## config.mk

```make
export PLATFORM = sky130hd
export DESIGN_NAME = rco_refclk
export DESIGN_NICKNAME = d
export VERILOG_FILES = /design/src/rco_pkg.sv /design/src/rco_src_if.sv /design/src/rco_refclk.sv /design/src/rco_src_sel.sv /design/src/rco_sync.sv
export SDC_FILE = /design/constraint.sdc
export NUM_CORES = 1
export LEC_CHECK = 0
export BUFFER_PORTS_ARGS = -buffer_cell sky130_fd_sc_hd__buf_2
export CORE_MARGIN = 2
export CORE_UTILIZATION = 35
export CTS_CLUSTER_DIAMETER = 40
export DETAILED_ROUTE_END_ITERATION = 10
export PLACE_DENSITY = 0.61
export SLEW_MARGIN = 25
export SYNTH_ARGS = -nofsm -noshare
export SYNTH_HDL_FRONTEND = slang
export SYNTH_SLANG_ARGS = --single-unit
export TNS_END_PERCENT = 50
```

## constraint.sdc

```tcl
create_clock -name clk_i -period 14.9 [get_ports clk_i]
set_clock_uncertainty 0.1 [all_clocks]
set_input_delay 1.49 -clock clk_i [delete_from_list [all_inputs] [get_ports clk_i]]
set_output_delay 1.49 -clock clk_i [all_outputs]
set_load 0.05 [all_outputs]
```

## src/rco_pkg.sv

```systemverilog
package rco_pkg;

  // Register word indices; byte address is four times the index
  localparam logic [13:0] IDX_CONTROL    = 14'h0f39;
  localparam logic [13:0] IDX_SOURCE_SEL = 14'h0f3a;
  localparam logic [13:0] IDX_STATUS     = 14'h0f3b;

  // Control and source select register layouts
  localparam int EN_BIT   = 7;
  localparam int DUTY_LSB = 3;
  localparam int DUTY_W   = 2;
  localparam int DIV_LSB  = 0;
  localparam int DIV_W    = 3;
  localparam int SRC_LSB  = 0;
  localparam int SRC_W    = 4;

  // Reset values
  localparam logic              EN_RST   = 1'b0;
  localparam logic [DUTY_W-1:0] DUTY_RST = 2'h2;
  localparam logic [DIV_W-1:0]  DIV_RST  = 3'h0;
  localparam logic [SRC_W-1:0]  SRC_RST  = 4'h0;

  // Source select codes
  localparam logic [SRC_W-1:0] SRC_SYSTEM   = 4'h0;
  localparam logic [SRC_W-1:0] SRC_HF_OSC   = 4'h1;
  localparam logic [SRC_W-1:0] SRC_SEC_OSC  = 4'h4;
  localparam logic [SRC_W-1:0] SRC_LC_FIRST = 4'h8;
  localparam logic [SRC_W-1:0] SRC_LC_BASE  = 4'h4;

  // External sources: four oscillators then eight logic cells
  localparam int NUM_EXT_SRC = 12;

  // Status register layout
  localparam int ST_RUN_BIT  = 0;
  localparam int ST_OUT_BIT  = 1;
  localparam int ST_RSVD_BIT = 2;
  localparam int ST_HALT_BIT = 3;

  // Half-period counter width (256 half periods at divide by 128)
  localparam int CNT_W = 8;

  // Returns {known, index into the synchronised source vector}
  function automatic logic [4:0] src_decode(input logic [SRC_W-1:0] code);
    logic [4:0] r;
    r = 5'h00;
    if (code >= SRC_LC_FIRST) begin
      r = {1'b1, code - SRC_LC_BASE};
    end else if (code >= SRC_HF_OSC && code <= SRC_SEC_OSC) begin
      r = {1'b1, code - SRC_HF_OSC};
    end
    return r;
  endfunction

endpackage

```

## src/rco_src_if.sv

```systemverilog
interface rco_src_if;
  logic tick;
  logic rise;
  logic level;

  modport drv (
    output tick,
    output rise,
    output level
  );

  modport snk (
    input  tick,
    input  rise,
    input  level
  );
endinterface

```

## src/rco_refclk.sv

```systemverilog
// Operation
// - Four-bit source code picks system clock, oscillators, or logic cell outputs.
// - Setting enable starts the output cleanly, with no runt pulse.
// - Clearing enable stops the output immediately, mid-period if need be.
// - Divider field divides the source by two to the field value, up to 128.
// - With divider nonzero, duty gives 0, 25, 50 or 75 percent high time.
// - With divider zero, nonzero duty gives 50 percent; zero duty holds low.
// - Duty field resets to binary 10, giving 50 percent by default.
// - In sleep the output keeps running except when the system clock is selected.
// - Reference clock drives the output pin and an internal peripheral signal.
// - Control: enable bit 7, duty bits 4:3, divider bits 2:0; source bits 3:0.
//
// The Wishbone interface to the registers is this design's own decision.
module rco_refclk (
  // Clock and reset
  input  wire logic        clk_i,
  input  wire logic        rst_i,
  // Wishbone slave
  input  wire logic        cyc_i,
  input  wire logic        stb_i,
  input  wire logic        we_i,
  input  wire logic [15:0] adr_i,
  input  wire logic [3:0]  sel_i,
  input  wire logic [31:0] dat_i,
  output logic      [31:0] dat_o,
  output logic             ack_o,
  // Clock sources
  input  wire logic        high_freq_internal_osc_i,
  input  wire logic        low_freq_internal_osc_i,
  input  wire logic        mid_freq_internal_osc_i,
  input  wire logic        secondary_osc_i,
  input  wire logic [7:0]  logic_cell_outputs_i,
  // Power state
  input  wire logic        sleep_i,
  // Reference clock
  output logic             reference_clock_out_o,
  output logic             reference_clock_oe_o,
  output logic             reference_clock_int_o
);

  // Register state
  logic                           en_q;
  logic [rco_pkg::DUTY_W-1:0]     duty_q;
  logic [rco_pkg::DIV_W-1:0]      div_q;
  logic [rco_pkg::SRC_W-1:0]      sel_q;

  // Bus state
  logic                           ack_q;
  logic [31:0]                    dat_q;

  // Waveform state
  logic                           run_q;
  logic                           run_d;
  logic [rco_pkg::CNT_W-1:0]      half_q;
  logic [rco_pkg::CNT_W-1:0]      half_d;
  logic                           out_q;
  logic                           out_d;
  logic                           oe_q;

  // Source path
  logic [rco_pkg::NUM_EXT_SRC-1:0] src_raw;
  logic [rco_pkg::NUM_EXT_SRC-1:0] src_sync;
  logic [4:0]                      src_dec;

  rco_src_if src ();

  // Bus decode
  logic [13:0] word_idx;
  logic        bus_req;
  logic        bus_wr;
  logic        hit_ctrl;
  logic        hit_src;
  logic        hit_stat;
  logic [7:0]  ctrl_rd;
  logic [7:0]  src_rd;
  logic [7:0]  stat_rd;
  logic [31:0] rd_mux;

  // Waveform decode
  logic [8:0]                period_halves;
  logic [rco_pkg::CNT_W-1:0] last_half;
  logic [9:0]                high_prod;
  logic [rco_pkg::CNT_W-1:0] high_halves;
  logic                      start;
  logic                      halted;
  logic                      src_rsvd;

  // ---------------------------------------------------------------------
  // Source synchronisation and selection
  // ---------------------------------------------------------------------
  assign src_raw = {logic_cell_outputs_i,
                    secondary_osc_i,
                    mid_freq_internal_osc_i,
                    low_freq_internal_osc_i,
                    high_freq_internal_osc_i};

  rco_sync #(
    .W (rco_pkg::NUM_EXT_SRC)
  ) u_sync (
    .clk_i   (clk_i),
    .rst_i   (rst_i),
    .async_i (src_raw),
    .sync_o  (src_sync)
  );

  // Sources must toggle slower than half the bus clock to be seen
  rco_src_sel u_src_sel (
    .clk_i      (clk_i),
    .rst_i      (rst_i),
    .src_sync_i (src_sync),
    .sel_i      (sel_q),
    .sleep_i    (sleep_i),
    .src        (src)
  );

  assign src_dec  = rco_pkg::src_decode(sel_q);
  assign src_rsvd = ~src_dec[4] & (sel_q != rco_pkg::SRC_SYSTEM);
  assign halted   = en_q & sleep_i & (sel_q == rco_pkg::SRC_SYSTEM);

  // ---------------------------------------------------------------------
  // Wishbone slave: ack one cycle after the request, write on the edge that ends the ack cycle
  // ---------------------------------------------------------------------
  assign word_idx = adr_i[15:2];
  assign bus_req  = cyc_i & stb_i & ~ack_q;
  assign bus_wr   = cyc_i & stb_i & ack_q & we_i & sel_i[0];
  assign hit_ctrl = (word_idx == rco_pkg::IDX_CONTROL);
  assign hit_src  = (word_idx == rco_pkg::IDX_SOURCE_SEL);
  assign hit_stat = (word_idx == rco_pkg::IDX_STATUS);

  assign ctrl_rd = {en_q, 2'h0, duty_q, div_q};
  assign src_rd  = {4'h0, sel_q};
  assign stat_rd = {4'h0, halted, src_rsvd, out_q, run_q};

  // Unmapped words read as zero and ignore writes
  assign rd_mux = hit_ctrl ? {24'h000000, ctrl_rd} :
                  hit_src  ? {24'h000000, src_rd}  :
                  hit_stat ? {24'h000000, stat_rd} :
                             32'h00000000;

  always_ff @(posedge clk_i) begin
    if (rst_i) begin
      ack_q <= 1'b0;
      dat_q <= 32'h00000000;
    end else begin
      ack_q <= bus_req;
      if (bus_req) begin
        dat_q <= rd_mux;
      end
    end
  end

  assign ack_o = ack_q;
  assign dat_o = dat_q;

  // Field changes while enabled are taken as-is; glitch avoidance is up to software
  always_ff @(posedge clk_i) begin
    if (rst_i) begin
      en_q   <= rco_pkg::EN_RST;
      duty_q <= rco_pkg::DUTY_RST;
      div_q  <= rco_pkg::DIV_RST;
      sel_q  <= rco_pkg::SRC_RST;
    end else begin
      if (bus_wr && hit_ctrl) begin
        en_q   <= dat_i[rco_pkg::EN_BIT];
        duty_q <= dat_i[rco_pkg::DUTY_LSB +: rco_pkg::DUTY_W];
        div_q  <= dat_i[rco_pkg::DIV_LSB +: rco_pkg::DIV_W];
      end
      if (bus_wr && hit_src) begin
        sel_q <= dat_i[rco_pkg::SRC_LSB +: rco_pkg::SRC_W];
      end
    end
  end

  // ---------------------------------------------------------------------
  // Divider and duty shaping, counted in source half periods
  // ---------------------------------------------------------------------
  assign period_halves = 9'h002 << div_q;
  assign last_half     = 8'(period_halves - 9'h001);
  assign high_prod     = {1'b0, period_halves} * {8'h00, duty_q};
  assign high_halves   = high_prod[9:2];

  // Start only on a source rising edge so the first high is full length
  assign start = en_q & ~run_q & src.rise;
  assign run_d = en_q & (run_q | src.rise);

  always_comb begin
    half_d = half_q;
    if (!en_q || start) begin
      half_d = '0;
    end else if (run_q && src.tick) begin
      half_d = (half_q == last_half) ? '0 : 8'(half_q + 8'h01);
    end
  end

  always_comb begin
    out_d = 1'b0;
    if (run_d) begin
      if (div_q == '0) begin
        out_d = (duty_q != '0) & src.level;
      end else begin
        out_d = (half_d < high_halves);
      end
    end
  end

  // Disable clears output and enable on the very next edge
  always_ff @(posedge clk_i) begin
    if (rst_i) begin
      run_q  <= 1'b0;
      half_q <= '0;
      out_q  <= 1'b0;
      oe_q   <= 1'b0;
    end else begin
      run_q  <= run_d;
      half_q <= half_d;
      out_q  <= out_d;
      oe_q   <= en_q;
    end
  end

  // Pin and internal consumers see the same flop
  assign reference_clock_out_o = out_q;
  assign reference_clock_int_o = out_q;
  assign reference_clock_oe_o  = oe_q;
endmodule

```

## src/rco_src_sel.sv

```systemverilog
module rco_src_sel (
  // Clock and reset
  input  wire logic                                clk_i,
  input  wire logic                                rst_i,
  // Configuration
  input  wire logic [rco_pkg::NUM_EXT_SRC-1:0]     src_sync_i,
  input  wire logic [rco_pkg::SRC_W-1:0]           sel_i,
  input  wire logic                                sleep_i,
  // Selected source events
  rco_src_if.drv                                   src
);

  logic [4:0] dec;
  logic       ext_level;
  logic       level;
  logic       phase_q;
  logic       prev_q;

  assign dec       = rco_pkg::src_decode(sel_i);
  assign ext_level = dec[4] & src_sync_i[dec[3:0]];
  // The system clock cannot be sampled as data, so it is modelled as a
  // phase flop toggling every cycle; it freezes in sleep
  assign level     = (sel_i == rco_pkg::SRC_SYSTEM) ? phase_q : ext_level;

  always_ff @(posedge clk_i) begin
    if (rst_i) begin
      phase_q <= 1'b0;
      prev_q  <= 1'b0;
    end else begin
      phase_q <= sleep_i ? phase_q : ~phase_q;
      prev_q  <= level;
    end
  end

  assign src.level = level;
  assign src.tick  = level ^ prev_q;
  assign src.rise  = level & ~prev_q;

endmodule

```

## src/rco_sync.sv

```systemverilog
module rco_sync #(
  parameter int W = 12
) (
  // Clock and reset
  input  wire logic         clk_i,
  input  wire logic         rst_i,
  // Data
  input  wire logic [W-1:0] async_i,
  output logic      [W-1:0] sync_o
);

  logic [W-1:0] meta_q;

  for (genvar g = 0; g < W; g++) begin : g_bit
    always_ff @(posedge clk_i) begin
      if (rst_i) begin
        meta_q[g] <= 1'b0;
        sync_o[g] <= 1'b0;
      end else begin
        meta_q[g] <= async_i[g];
        sync_o[g] <= meta_q[g];
      end
    end
  end

endmodule

```

## Word-level counts from Yosys, hierarchy flattened

Index checks and enable logic that the tools add are counted.

- Bits of input ports: 70
- Register bits after elaboration: 80
- Output and inout port bits: 36

- Eq/ne operators: 4
- Multiply operators: 1
- Mux-type cells: 12
- Reduce and logical (&&, ||, !) cells: 11
- Order comparisons: 5
- Bitwise logic cells: 22
- Add/sub/neg operators: 4
- Shift-type cells: 1

Operators with widths:

| operator | number |
|---|---|
| 14-bit by 12-bit == test with 1-bit output (second input constant) | 3 |
| 8-bit two-way mux | 4 |
| 1-bit AND | 14 |
| 9-bit by 2-bit multiplier with 10-bit output | 1 |
| 5-bit two-way mux | 2 |
| 2-bit by 3-bit left shift with 9-bit output (first input constant) | 1 |
| 8-bit by 1-bit adder with 8-bit output (second input constant) | 1 |
| 8-bit == test | 1 |
| 8-bit < comparator | 1 |
| 4-bit two-way mux | 2 |
| 8-bit by 1-bit subtractor with 8-bit output (second input constant) | 1 |
| 1-bit NOT | 6 |
| 4-bit by 5-bit < comparator with 1-bit output (second input constant) | 1 |
| 1-bit binary-select mux with 4-bit select | 1 |
| 4-bit by 1-bit greater-or-equal comparator with 1-bit output (second input constant) | 1 |
| 4-bit greater-or-equal comparator (second input constant) | 1 |
| 4-bit by 3-bit less-or-equal comparator with 1-bit output (second input constant) | 1 |
| 1-bit logical AND | 4 |
| 4-bit zero test | 1 |
| 4-bit nonzero test | 1 |
| 4-bit by 1-bit subtractor with 4-bit output (second input constant) | 1 |
| 4-bit by 3-bit subtractor with 4-bit output (second input constant) | 1 |
| 3-bit zero test | 1 |
| 1-bit two-way mux | 3 |
| other kinds (6) | 6 |

## Longest topological paths before layout

Gate-level depths: netlist of run 1.

- Word-level depth: 14
- Gate-level depth with buffers: 24
- Gate-level depth less buffers: 22

## Cells and area by module

A second synthesis of run 1 with hierarchy kept.

- Cells, all modules: 420
- Area, all modules: 3,697.3 um^2

By module, submodules not included:

| module | instances | area an instance (um^2) | cells an instance |
|---|---|---|---|
| rco_refclk | 1 | 2,347.3 | 285 |
| rco_sync | 1 | 693.2 | 50 |
| rco_src_sel | 1 | 656.9 | 85 |

## Worst setup path before layout of run 1

No wires, ideal clock.

- Kind: flip-flop to flip-flop
- From: register sel_q[0] (netlist name)
- To: register out_q (netlist: reference_clock_int_o)
- Setup slack: 10,172 ps
- Clock period less this slack: 4,728 ps
- Setup time: 69 ps
- Path buffers: 1
- Cell stages (with the launch flop): 24
- Arrival time: 4,559 ps
- Cell sequence: dfxtp_1 > inv_2 > ha_1 > a21oi_2 > nand4_1 > a221o_1 > o211ai_1 > a21oi_1 > o31ai_2 > inv_1 > ha_1 > nor2b_1 > nand3_1 > or4_4 > o221ai_2 > buf_6 > nor2_1 > ha_1 > a21o_1 > a21oi_1 > nor2b_1 > o21ai_0 > nand4_1 > o21ai_1

- Longest elaborated chain between the ends: 14
- Elaborated cells between the ends (all ways): 27
- Classes of those cells: 2 x add/sub; 4 x order compare; 8 x mux; 8 x bitwise; 5 x reduce/logical

RTL lines:

| item | RTL line | text |
|---|---|---|
| from (decl) | rco_refclk.sv:45 | `logic [rco_pkg::SRC_W-1:0] sel_q;` |
| from (signal assigned) | rco_refclk.sv:161 | `sel_q <= rco_pkg::SRC_RST;` |
| from (signal assigned) | rco_refclk.sv:169 | `sel_q <= dat_i[rco_pkg::SRC_LSB +: rco_pkg::SRC_W];` |
| 4-bit by 1-bit greater-or-equal comparator with 1-bit output / 4-bit by 3-bit less-or-equal comparator with 1-bit output (equally long branches) | rco_pkg.sv:48 | `end else if (code >= SRC_HF_OSC && code <= SRC_SEC_OSC) begin` |
| 1-bit logical AND | rco_pkg.sv:48 |  |
| 5-bit two-way mux | rco_pkg.sv:48 |  |
| 5-bit two-way mux | rco_pkg.sv:46 | `if (code >= SRC_LC_FIRST) begin` |
| 1-bit binary-select mux with 4-bit select | rco_src_sel.sv:20 | `assign ext_level = dec[4] & src_sync_i[dec[3:0]];` |
| 1-bit two-way mux (implied by the code) | rco_src_sel.sv:20 |  |
| 1-bit AND | rco_src_sel.sv:20 |  |
| 1-bit two-way mux (*) | rco_src_sel.sv:23 | `assign level = (sel_i == rco_pkg::SRC_SYSTEM) ? phase_q : ext_level;` |
| net src.level | rco_src_if.sv:4 | `logic level;` |
| 1-bit bitwise XOR / 1-bit AND (equally long branches) | rco_src_sel.sv:36, rco_src_sel.sv:37 |  |
| 1-bit logical AND / 1-bit AND (equally long branches) | rco_refclk.sv:190, rco_refclk.sv:183 |  |
| 8-bit two-way mux / 1-bit logical OR (equally long branches) | rco_refclk.sv:190, rco_refclk.sv:188 |  |
| 8-bit two-way mux (*) | rco_refclk.sv:188 | `if (!en_q \|\| start) begin` |
| net half_d (one bit) | rco_refclk.sv:55 | `logic [rco_pkg::CNT_W-1:0] half_d;` |
| 8-bit < comparator (*) | rco_refclk.sv:201 | `out_d = (half_d < high_halves);` |
| 1-bit two-way mux (*) | rco_refclk.sv:198 | `if (div_q == '0) begin` |
| to (signal assigned) | rco_refclk.sv:216 | `out_q <= out_d;` |
| to (decl) | rco_refclk.sv:56 | `logic out_q;` |

Mark *: on every way through the listed nets, which the timed path passes. The rest lies on a longest branch. The select of a mux whose other input is x is not followed.
A chain may end at the register's enable or synchronous reset.

## Final worst setup path of run 1

Same ends and word-level chain as after synthesis.

==> results_dict.tcl, run 1 <==
set metrics [dict create \
    row_count 36 \
    routed_wl_um 7121 \
    mappedNetlistArea_um2 3407 \
    timing.critical_path.to "reference_clock_int_o" \
    worstSetupEndpointType "flop" \
    worst_path_most_repeated_cell "ha_1" \
    yosysWarnings 0 \
    syn_inst 413 \
    start_util_pct 35.51 \
    grt_pass1_vias 2498 \
    yosys_most_used_dff "dfxtp_1" \
    die_x_um 102.7 \
    slew_headroom_pct 40.22 \
    drtIter0Drc 144 \
    drive_gt1_share_pct 15.11 \
    cts_buffer_depth 2 \
    antenna_cells 0 \
    cts_setup_buffers 0 \
    area_delta_synth_final_pct 9.218 \
    cts_tree "built" \
    cts_root_buf "clkbuf_8" \
    dpl.hpwl_um 5479 \
    hold_class "flop to flop" \
    tightestPinTransition_ns 0.8967 \
    avgSynthCellArea_um2 8.249 \
    cpPeakStageDelay_ns 0.70 \
    cp-start-kind "flop" \
    clock-sinks 54 \
    crit_family "compound AO/OA/AOI/OAI gates" \
    place_congestion 0.8578 \
    required_ns 15.04 \
    cts_hold_buffers 0 \
    cpMaxStageDelayCell "dfxtp_1" \
    rrSetupSlack_ns 8.48 \
    grt_pass1_wl_um 11770 \
    final-max-slew-violation-count 0 \
    overflow 0 \
    postRouteAntennaNets 0 \
    cp_max_fo 16 \
    antenna_found_initial 0 \
    worstRegToRegCells 22 \
    worstReg2RegStart "sel_q[0]" \
    regToRegEndpoint "reference_clock_int_o" \
    nNetsFinal 544 \
    post_drt_wl_per_cell_um 12.21 \
    synth_edf_count 0 \
    clk_pin_slew_ns 0.10 \
    core-area_um2 9594 \
    via_per_inst 4.870 \
    rsz0062_at_grt "false" \
    worstSkewPairLatency_ns 0.31 \
    setup_violations 0 \
    dieArea_um2 10540 \
    post-route-period-util_pct 43.12 \
    htree_levels 2 \
    finalHoldViolCount 0 \
    status "finished, final reports clean" \
    ctsResizeCount 0 \
    startpoint "sel_q[0]" \
    synth-seq-cells 54 \
    first_pass_iters 4 \
    grtUsageTotal_pct 14.09 \
    boundaryPins 106 \
    die_h_um 102.7 \
    worst-path-buf-inv 2 \
    ir_drop_uv 47.71 \
    worstPathArrival_ns 6.57 \
    p_total_mw 0.2631 \
    setup-tns-final_ns 0 \
    ys_types 64 \
    fmax_ghz 0.1556 \
    layout_common_cells "54 x nor2_1, 54 x dfxtp_1, 48 x buf_2" \
    period_needed_ns 6.425 \
    critPathKind "flop to flop" \
    numPortBuffers 48 \
    power_density_nw_per_um2 70.71 \
    grt_max_degree 53 \
    cts_buffers 5 \
    crit_chain "inv_2 -> ha_1 -> a21oi_2 -> nand4_1 -> a221o_1 -> o211ai_1 -> a21oi_1 -> o31ai_2 -> inv_1 -> ha_1 -> nor2b_1 -> nand3_1 -> or4_4 -> o221ai_2 -> nor2_1 -> ha_1 -> a21o_1 -> a21oi_1 -> nor2b_1 -> o21ai_0 -> nand4_1 -> o21ai_1" \
    power_leakage_nw 1.500 \
    maxCapViolCount 0 \
    ys_seq_area_share_pct 31.73 \
    utilization_pct 38.78 \
    worst_hold_slack_ns 0.3414 \
    critical_path_depth 22 \
    drc_errors 0 \
    async_flop_share_pct 0 \
    via_count 2839 \
]
[worst min-delay path by stage]
stage / from / to / cells past startpoint / slack (ns)
4_1_cts: u_sync.meta_q[6] / u_sync.sync_o[6] / 1 / 0.35
3_5_place_dp: u_sync.meta_q[6] / u_sync.sync_o[6] / 1 / 0.32
3_3_place_gp: u_sync.meta_q[1] / u_sync.sync_o[1] / 1 / 0.32
6_report: u_sync.meta_q[9] / u_sync.sync_o[9] / 1 / 0.34
2_1_floorplan: u_sync.meta_q[0] / u_sync.sync_o[0] / 1 / 0.31
5_1_grt: u_sync.meta_q[9] / u_sync.sync_o[9] / 1 / 0.35
[flip-flops by register name, indices dropped and copies added (netlist names)]
register	cells
ack_o	1
dat_o	6
div_q	3
duty_q	2
en_q	1
half_q	8
reference_clock_int_o	1
reference_clock_oe_o	1
run_q	1
sel_q	4
u_src_sel.phase_q	1
u_src_sel.prev_q	1
u_sync.meta_q	12
u_sync.sync_o	12
[area by class of cell]
| class | instances | area (um^2) |
|---|---|---|
| clock buffer | 5 | 68.82 |
| sequential | 54 | 1081 |
| clock inverter | 3 | 26.28 |
| fill | 998 | 5873 |
| inverter | 19 | 71.32 |
| timing repair buffer | 48 | 240.2 |
| tap | 133 | 166.4 |
| multi-input combinational | 321 | 2067 |
[where the power goes]
part	internal, mW	leakage, nW	total (mW)	switching, mW
clock	0.0347	0.0491	0.0847	0.0500
sequential	0.148	0.441	0.149	0.00130
combinational	0.00727	1.01	0.0293	0.0220
[worst reg2reg max path, cell delays in order (launching register included)]
cell and delay, ns:
dfxtp_1 0.70, inv_2 0.21, ha_1 0.32, a21oi_2 0.59, nand4_1 0.43, a221o_1 0.40
o211ai_1 0.09, a21oi_1 0.11, o31ai_2 0.35, inv_1 0.08, ha_1 0.29, nor2b_1 0.36
nand3_1 0.12, or4_4 0.43, o221ai_2 0.51, nor2_1 0.15, ha_1 0.34, a21o_1 0.18
a21oi_1 0.15, nor2b_1 0.06, o21ai_0 0.17, nand4_1 0.12, o21ai_1 0.11
[kinds of logic (layout without fill, tap and decap cells)]
logic type / count (synthesis) / after routing / synth area share [%]
simple gates: 163 / 163 / 24.35
compound gates: 78 / 78 / 16.16
buf+inv: 63 / 75 / 10.36
flops: 54 / 54 / 31.73
fa+ha+maj: 25 / 25 / 9.401
xor+xnor: 18 / 18 / 4.627
mux: 11 / 11 / 3.269
other cells: 1 / 26 / 0.1101
[metal layers]
metal	up-vias	GRT usage (%)	wire, um
met4	0	2.974	62
li1	1457	-	-
met2	96	22.17	3034
met3	6	3.593	460
met5	-	0	0
met1	1280	19.56	3564
[through the flow]
step                      instance area [um^2]  cells  setup slack (ns)
after floorplan                           3501    438             10.17
after global placement                    3626    575             8.624
after detailed placement                  3626    575             8.537
after CTS                                 3721    583             8.509
after global routing                      3721    583             7.999
final                                     3721    583             8.475
[synth_stat cells, types with 2 or more instances]
library cell / number / area, um^2
o21ai_1: 2 / 10.01
nand2b_1: 3 / 18.77
a22o_1: 3 / 26.28
nand4_1: 7 / 43.79
o31ai_1: 6 / 45.04
a2bb2oi_1: 2 / 17.52
buf_4: 28 / 210.2
or3_1: 2 / 12.51
a211o_1: 2 / 17.52
inv_1: 18 / 67.56
nand3_1: 10 / 50.05
dfxtp_1: 54 / 1081
xnor2_1: 10 / 87.58
mux2i_1: 10 / 100.1
nor2b_1: 30 / 187.7
and2_1: 3 / 18.77
clkbuf_1: 12 / 45.04
nor3_1: 15 / 75.07
nand2_1: 24 / 90.09
nor2_1: 54 / 202.7
o211ai_1: 4 / 30.03
a31oi_1: 3 / 18.77
a22oi_1: 4 / 30.03
or2_2: 2 / 12.51
a21o_1: 5 / 37.54
o21ai_0: 7 / 35.03
buf_2: 3 / 15.01
nor3b_1: 2 / 15.01
ha_1: 24 / 300.3
or4_1: 2 / 15.01
xor2_1: 8 / 70.07
o21bai_1: 2 / 15.01
a21oi_1: 21 / 105.1
Power figures use the tool's default switching activity.
==> run 2, diff against run 1 <==
PLACE_DENSITY = 0.63   (was 0.61)
clock period = 5.7 ns   (was 14.9 ns; I/O delays follow)
==> run 2 against run 1 <==
Against the previous run: clock-buffer cell count rose by 1; non-clock buffer count increased by 4; combinational power grew to 2.6 times the previous value; via count grew 0.28%; global-route usage rose by 0.10 points; clock power grew to 2.5 times the previous value; register-to-register slack worse by 7.9 ns; routed wire length rose by 0.97%; critical path depth up 1; fmax is 25% higher; largest cell class unchanged; highest routed layer unchanged.
==> results_dict.tcl, run 2 (synthesis results as in run 1) <==
set metrics [dict create \
    status "finished, final reports clean" \
    die_x_um 102.7 \
    die_h_um 102.7 \
    post-route-period-util_pct 89.99 \
    fmax_ghz 0.1950 \
    gr-usage-met3_pct 2.508 \
    critPathKind "flop to flop" \
    antenna_cells 0 \
    setup-tns-final_ns 0 \
    slew_headroom_pct 41.12 \
    cts_buffer_depth 2 \
    area_delta_synth_final_pct 9.842 \
    grt_pass1_wl_um 11850 \
    layout_common_cells "54 x nor2_1, 54 x dfxtp_1, 48 x buf_2" \
    clk_pin_slew_ns 0.09 \
    drive_gt1_share_pct 15.64 \
    place_congestion 0.8304 \
    via_count 2847 \
    dpl.hpwl_um 5531 \
    cp-start-kind "flop" \
    drc_errors 0 \
    reg.largest.list "u_sync.meta_q (12), u_sync.sync_o (12), half_q (8)" \
    drtIter0Drc 174 \
    core-area_um2 9594 \
    worst_hold_slack_ns 0.3414 \
    fillerInstances 948 \
    final-max-slew-violation-count 0 \
    hold_class "flop to flop" \
    cts_buffers 5 \
    cts_root_buf "clkbuf_8" \
    fin_ws_ns 0.5708 \
    grtUsageTotal_pct 14.19 \
    routed_wl_um 7190 \
    grtUsageMet1_pct 18.52 \
    grt_max_degree 53 \
    start_util_pct 35.51 \
    worstSetupEndpointType "flop" \
    setup_violations 0 \
    maxCapViolCount 0 \
    pre_cts_ws_ns 0.6364 \
    met2_usage_pct 23.73 \
    power_leakage_nw 1.515 \
    grt_busiest_layer "met2" \
    first_pass_iters 4 \
    finalHoldViolCount 0 \
    utilization_pct 39.01 \
    grt_pass1_vias 2580 \
    power_density_nw_per_um2 181.2 \
    nNetsFinal 548 \
    antenna_found_initial 0 \
    row_count 36 \
    overflow 0 \
    dieArea_um2 10540 \
    ir_drop_uv 106.0 \
    cp_max_fo 13 \
    via_per_inst 4.850 \
    htree_levels 2 \
    ctsResizeCount 0 \
    post_drt_wl_per_cell_um 12.25 \
    worstPathArrival_ns 5.27 \
    tightestPinTransition_ns 0.8831 \
    cts_tree "built" \
    cts_setup_buffers 0 \
    numPortBuffers 48 \
    period_needed_ns 5.129 \
    boundaryPins 106 \
    cts_hold_buffers 0 \
    worstSkewPairLatency_ns 0.31 \
    postRouteAntennaNets 0 \
    clock-sinks 54 \
    rsz0062_at_grt "false" \
    required_ns 5.84 \
]
run 2: cell types whose count changed in the layout (fill, tap and decap cells not counted), sizes merged:
cell / before / now
buf: 48 / 52
clkbuf: 5 / 6
clkinv: 1 / 2
inv: 21 / 19
run 2: final cells by class:
cell class,instances,area [um^2],share of cell area (%)
clock inverters,2,13.76,0.3678
inverters,19,71.32,1.906
flip-flops and latches,54,1081,28.89
repair buffers,52,270.3,7.222
well taps,133,166.4,4.447
clock buffers,6,72.57,1.939
multi-input cells,321,2067,55.23
run 2: path summary, 6_finish.rpt:
kind	startpoint	endpoint	slack, ns	depth (start not counted)
setup / recovery	sel_q[1]	reference_clock_int_o	0.57	23
hold / removal	u_sync.meta_q[2]	u_sync.sync_o[2]	0.34	1
setup reg to reg	sel_q[1]	reference_clock_int_o	0.57	23
hold reg to reg	u_sync.meta_q[2]	u_sync.sync_o[2]	0.34	1
run 2: power by group:
| group | switching, mW | internal [mW] | total [mW] |
|---|---|---|---|
| clock network | 0.125 | 0.0870 | 0.212 |
| logic | 0.0577 | 0.0190 | 0.0767 |
| registers | 0.00333 | 0.386 | 0.390 |
| total | 0.186 | 0.492 | 0.678 |
run 2: metal layers:
layer  vias to the layer above  wire length [um]
met5                         -                 0
met4                         0               127
met3                        12               424
met2                        96              3247
met1                      1277              3390
li1                       1462                 -
run 2: worst max-delay path: stages (launching register included):
cell	delay, ns
dfxtp_1	0.48
inv_1	0.20
ha_1	0.28
nand3b_1	0.17
nand3_2	0.19
or4_1	0.46
a31oi_1	0.20
a21oi_1	0.08
o31ai_2	0.37
inv_1	0.08
ha_1	0.29
nor2b_1	0.16
nand3_1	0.10
or4_4	0.42
o221ai_2	0.20
buf_4	0.22
nor2_1	0.08
ha_1	0.21
a21o_1	0.15
a21oi_1	0.14
nor2b_1	0.05
o21ai_0	0.17
nand4_1	0.12
o21ai_1	0.12
run 2: through the flow:
step           cells  power [mW]  cell area (um^2)
2_1_floorplan    438      0.4707              3501
3_3_place_gp     579      0.4740              3656
3_5_place_dp     579      0.4752              3656
4_1_cts          587      0.6846              3742
5_1_grt          587      0.7087              3742
6_report         587      0.6782              3742
==> run 3, diff against run 2 <==
CELL_PAD_IN_SITES_DETAIL_PLACEMENT = 0   (was unset)
CELL_PAD_IN_SITES_GLOBAL_PLACEMENT = 1   (was unset)
CORE_UTILIZATION = 34   (was 35)
PLACE_DENSITY = 0.8   (was 0.63)
==> run 3 against run 2 <==
Against the previous run: clock-buffer cell count decreased by 1; fmax decreased by 1.1%; first-iteration DRC count shrank 32%; highest routed layer unchanged; clock power increased by 7%; register-to-register slack got worse by 0.06 ns; design area increased by 0.50%; utilization decreased by 0.35 points; worst setup slack got worse by 0.056 ns; die area rose by 2.8%; via count down 0.60%.
==> results_dict.tcl, run 3 (synthesis results as in run 1) <==
set metrics [dict create \
    first_pass_iters 4 \
    grt_max_degree 53 \
    setup_violations 0 \
    fmax_ghz 0.1929 \
    boundaryPins 106 \
    rsz0062_at_grt "false" \
    status "finished, final reports clean" \
    drive_gt1_share_pct 16.04 \
    antenna_cells 0 \
    core-area_um2 9729 \
    p_total_mw 0.6939 \
    ctsResizeCount 0 \
    antenna_found_initial 0 \
    postRouteAntennaNets 0 \
    die_x_um 104.1 \
    cts_buffer_depth 2 \
    utilization_pct 38.66 \
    cts_root_buf "clkbuf_8" \
    required_ns 5.85 \
    period_needed_ns 5.185 \
    dpl.hpwl_um 5544 \
    grt_pass1_vias 2632 \
    worstSetupEndpointType "flop" \
    overflow 0 \
    nNetsFinal 549 \
    worstPathArrival_ns 5.34 \
    cts_tree "built" \
    power_density_nw_per_um2 184.5 \
    crit_family "compound AO/OA/AOI/OAI gates" \
    worst_path_most_repeated_cell "ha_1" \
    post-route-period-util_pct 90.97 \
    stdcell_area_um2 3761 \
    numPortBuffers 48 \
    hold_class "flop to flop" \
    htree_levels 2 \
    clk_pin_slew_ns 0.10 \
    final-max-slew-violation-count 0 \
    start_util_pct 35.02 \
    slew_headroom_pct 40.85 \
    row_count 36 \
    via_count 2830 \
    via_per_inst 4.813 \
    maxCapViolCount 0 \
    cts_buffers 5 \
    cp-start-kind "flop" \
    place_area_um2 3664 \
    cts_setup_buffers 0 \
    grt_pass1_wl_um 12340 \
    grtUsageTotal_pct 13.80 \
    dieArea_um2 10840 \
    cpMaxStageDelayCell "dfxtp_1" \
    critPathKind "flop to flop" \
    worstSkewPairLatency_ns 0.32 \
    routed_wl_um 7244 \
    fillerInstances 984 \
    tightestPinTransition_ns 0.8872 \
    worst-path-buf-inv 2 \
    clock-sinks 54 \
    cp_max_fo 8 \
    layout_common_cells "54 x nor2_1, 54 x dfxtp_1, 48 x buf_2" \
    drtIter0Drc 119 \
    cpPeakStageDelay_ns 0.50 \
    area_delta_synth_final_pct 10.39 \
    reg.largest.list "u_sync.meta_q (12), u_sync.sync_o (12), half_q (8)" \
    place_congestion 0.8634 \
    cts_hold_buffers 0 \
    ir_drop_uv 81.25 \
    drc_errors 0 \
    finalHoldViolCount 0 \
    die_h_um 104.1 \
    power_leakage_nw 1.525 \
    setup-tns-final_ns 0 \
    post_drt_wl_per_cell_um 12.32 \
    crit_chain "inv_1 -> ha_1 -> nand3b_1 -> nand3_2 -> o31a_1 -> o31ai_1 -> a21oi_1 -> o31ai_2 -> inv_1 -> ha_1 -> nor2b_1 -> nand3_1 -> or4_4 -> o221ai_2 -> nor2_1 -> ha_1 -> a21o_1 -> a21oi_1 -> nor2b_1 -> o21ai_0 -> nand4_1 -> o21ai_1" \
]
[run 3: changes by cell type in the layout (fill, tap and decap cells not counted), sizes merged]
cell	previous run	this run
clkbuf	6	5
inv	19	20
buf	52	53
[run 3: layout make-up]
class / instances / area [um^2] / area share [%]
multi-input combinational: 321 / 2067 / 54.96
sequential: 54 / 1081 / 28.74
timing repair buffer: 53 / 277.8 / 7.385
tap: 133 / 166.4 / 4.424
inverter: 19 / 71.32 / 1.896
clock buffer: 5 / 68.82 / 1.830
clock inverter: 3 / 28.78 / 0.7651
[run 3: metrics by stage]
stage                     setup slack (ns)  cells  hold WS (ns)
after floorplan                     0.9716    438        0.3138
after global placement              0.4554    580        0.3192
after detailed placement            0.5467    580        0.3218
after CTS                           0.4937    588        0.3439
after global routing               0.07866    588        0.3482
final                               0.5147    588        0.3430
[run 3: worst paths after layout]
kind                    startpoint  cells after the start               endpoint  slack (ns)
setup / recovery          sel_q[1]                     22  reference_clock_int_o        0.51
hold / removal    u_sync.meta_q[3]                      1       u_sync.sync_o[3]        0.34
setup reg to reg          sel_q[1]                     22  reference_clock_int_o        0.51
hold reg to reg   u_sync.meta_q[3]                      1       u_sync.sync_o[3]        0.34
[run 3: where the power goes]
part / internal (mW) / total, mW / switching (mW)
logic: 0.0190 / 0.0768 / 0.0577
clock network: 0.0913 / 0.227 / 0.136
registers: 0.386 / 0.390 / 0.00337
[run 3: worst register-to-register path, delay by kind of cell, from the launching register on]
kind	cells	cell delay (ns)
flops	1	0.50
fa+ha+maj	3	0.91
simple gates	8	1.32
buf+inv	2	0.28
compound gates	9	2.03
[run 3: routing by layer]
metal | vias up | track usage (%) | share of wire [%]
li1 | 1460 | - | -
met1 | 1262 | 16.95 | 46
met2 | 99 | 23.64 | 47
met3 | 9 | 3.258 | 5.5
met4 | 0 | 4.730 | 2.0
met5 | - | 0 | 0
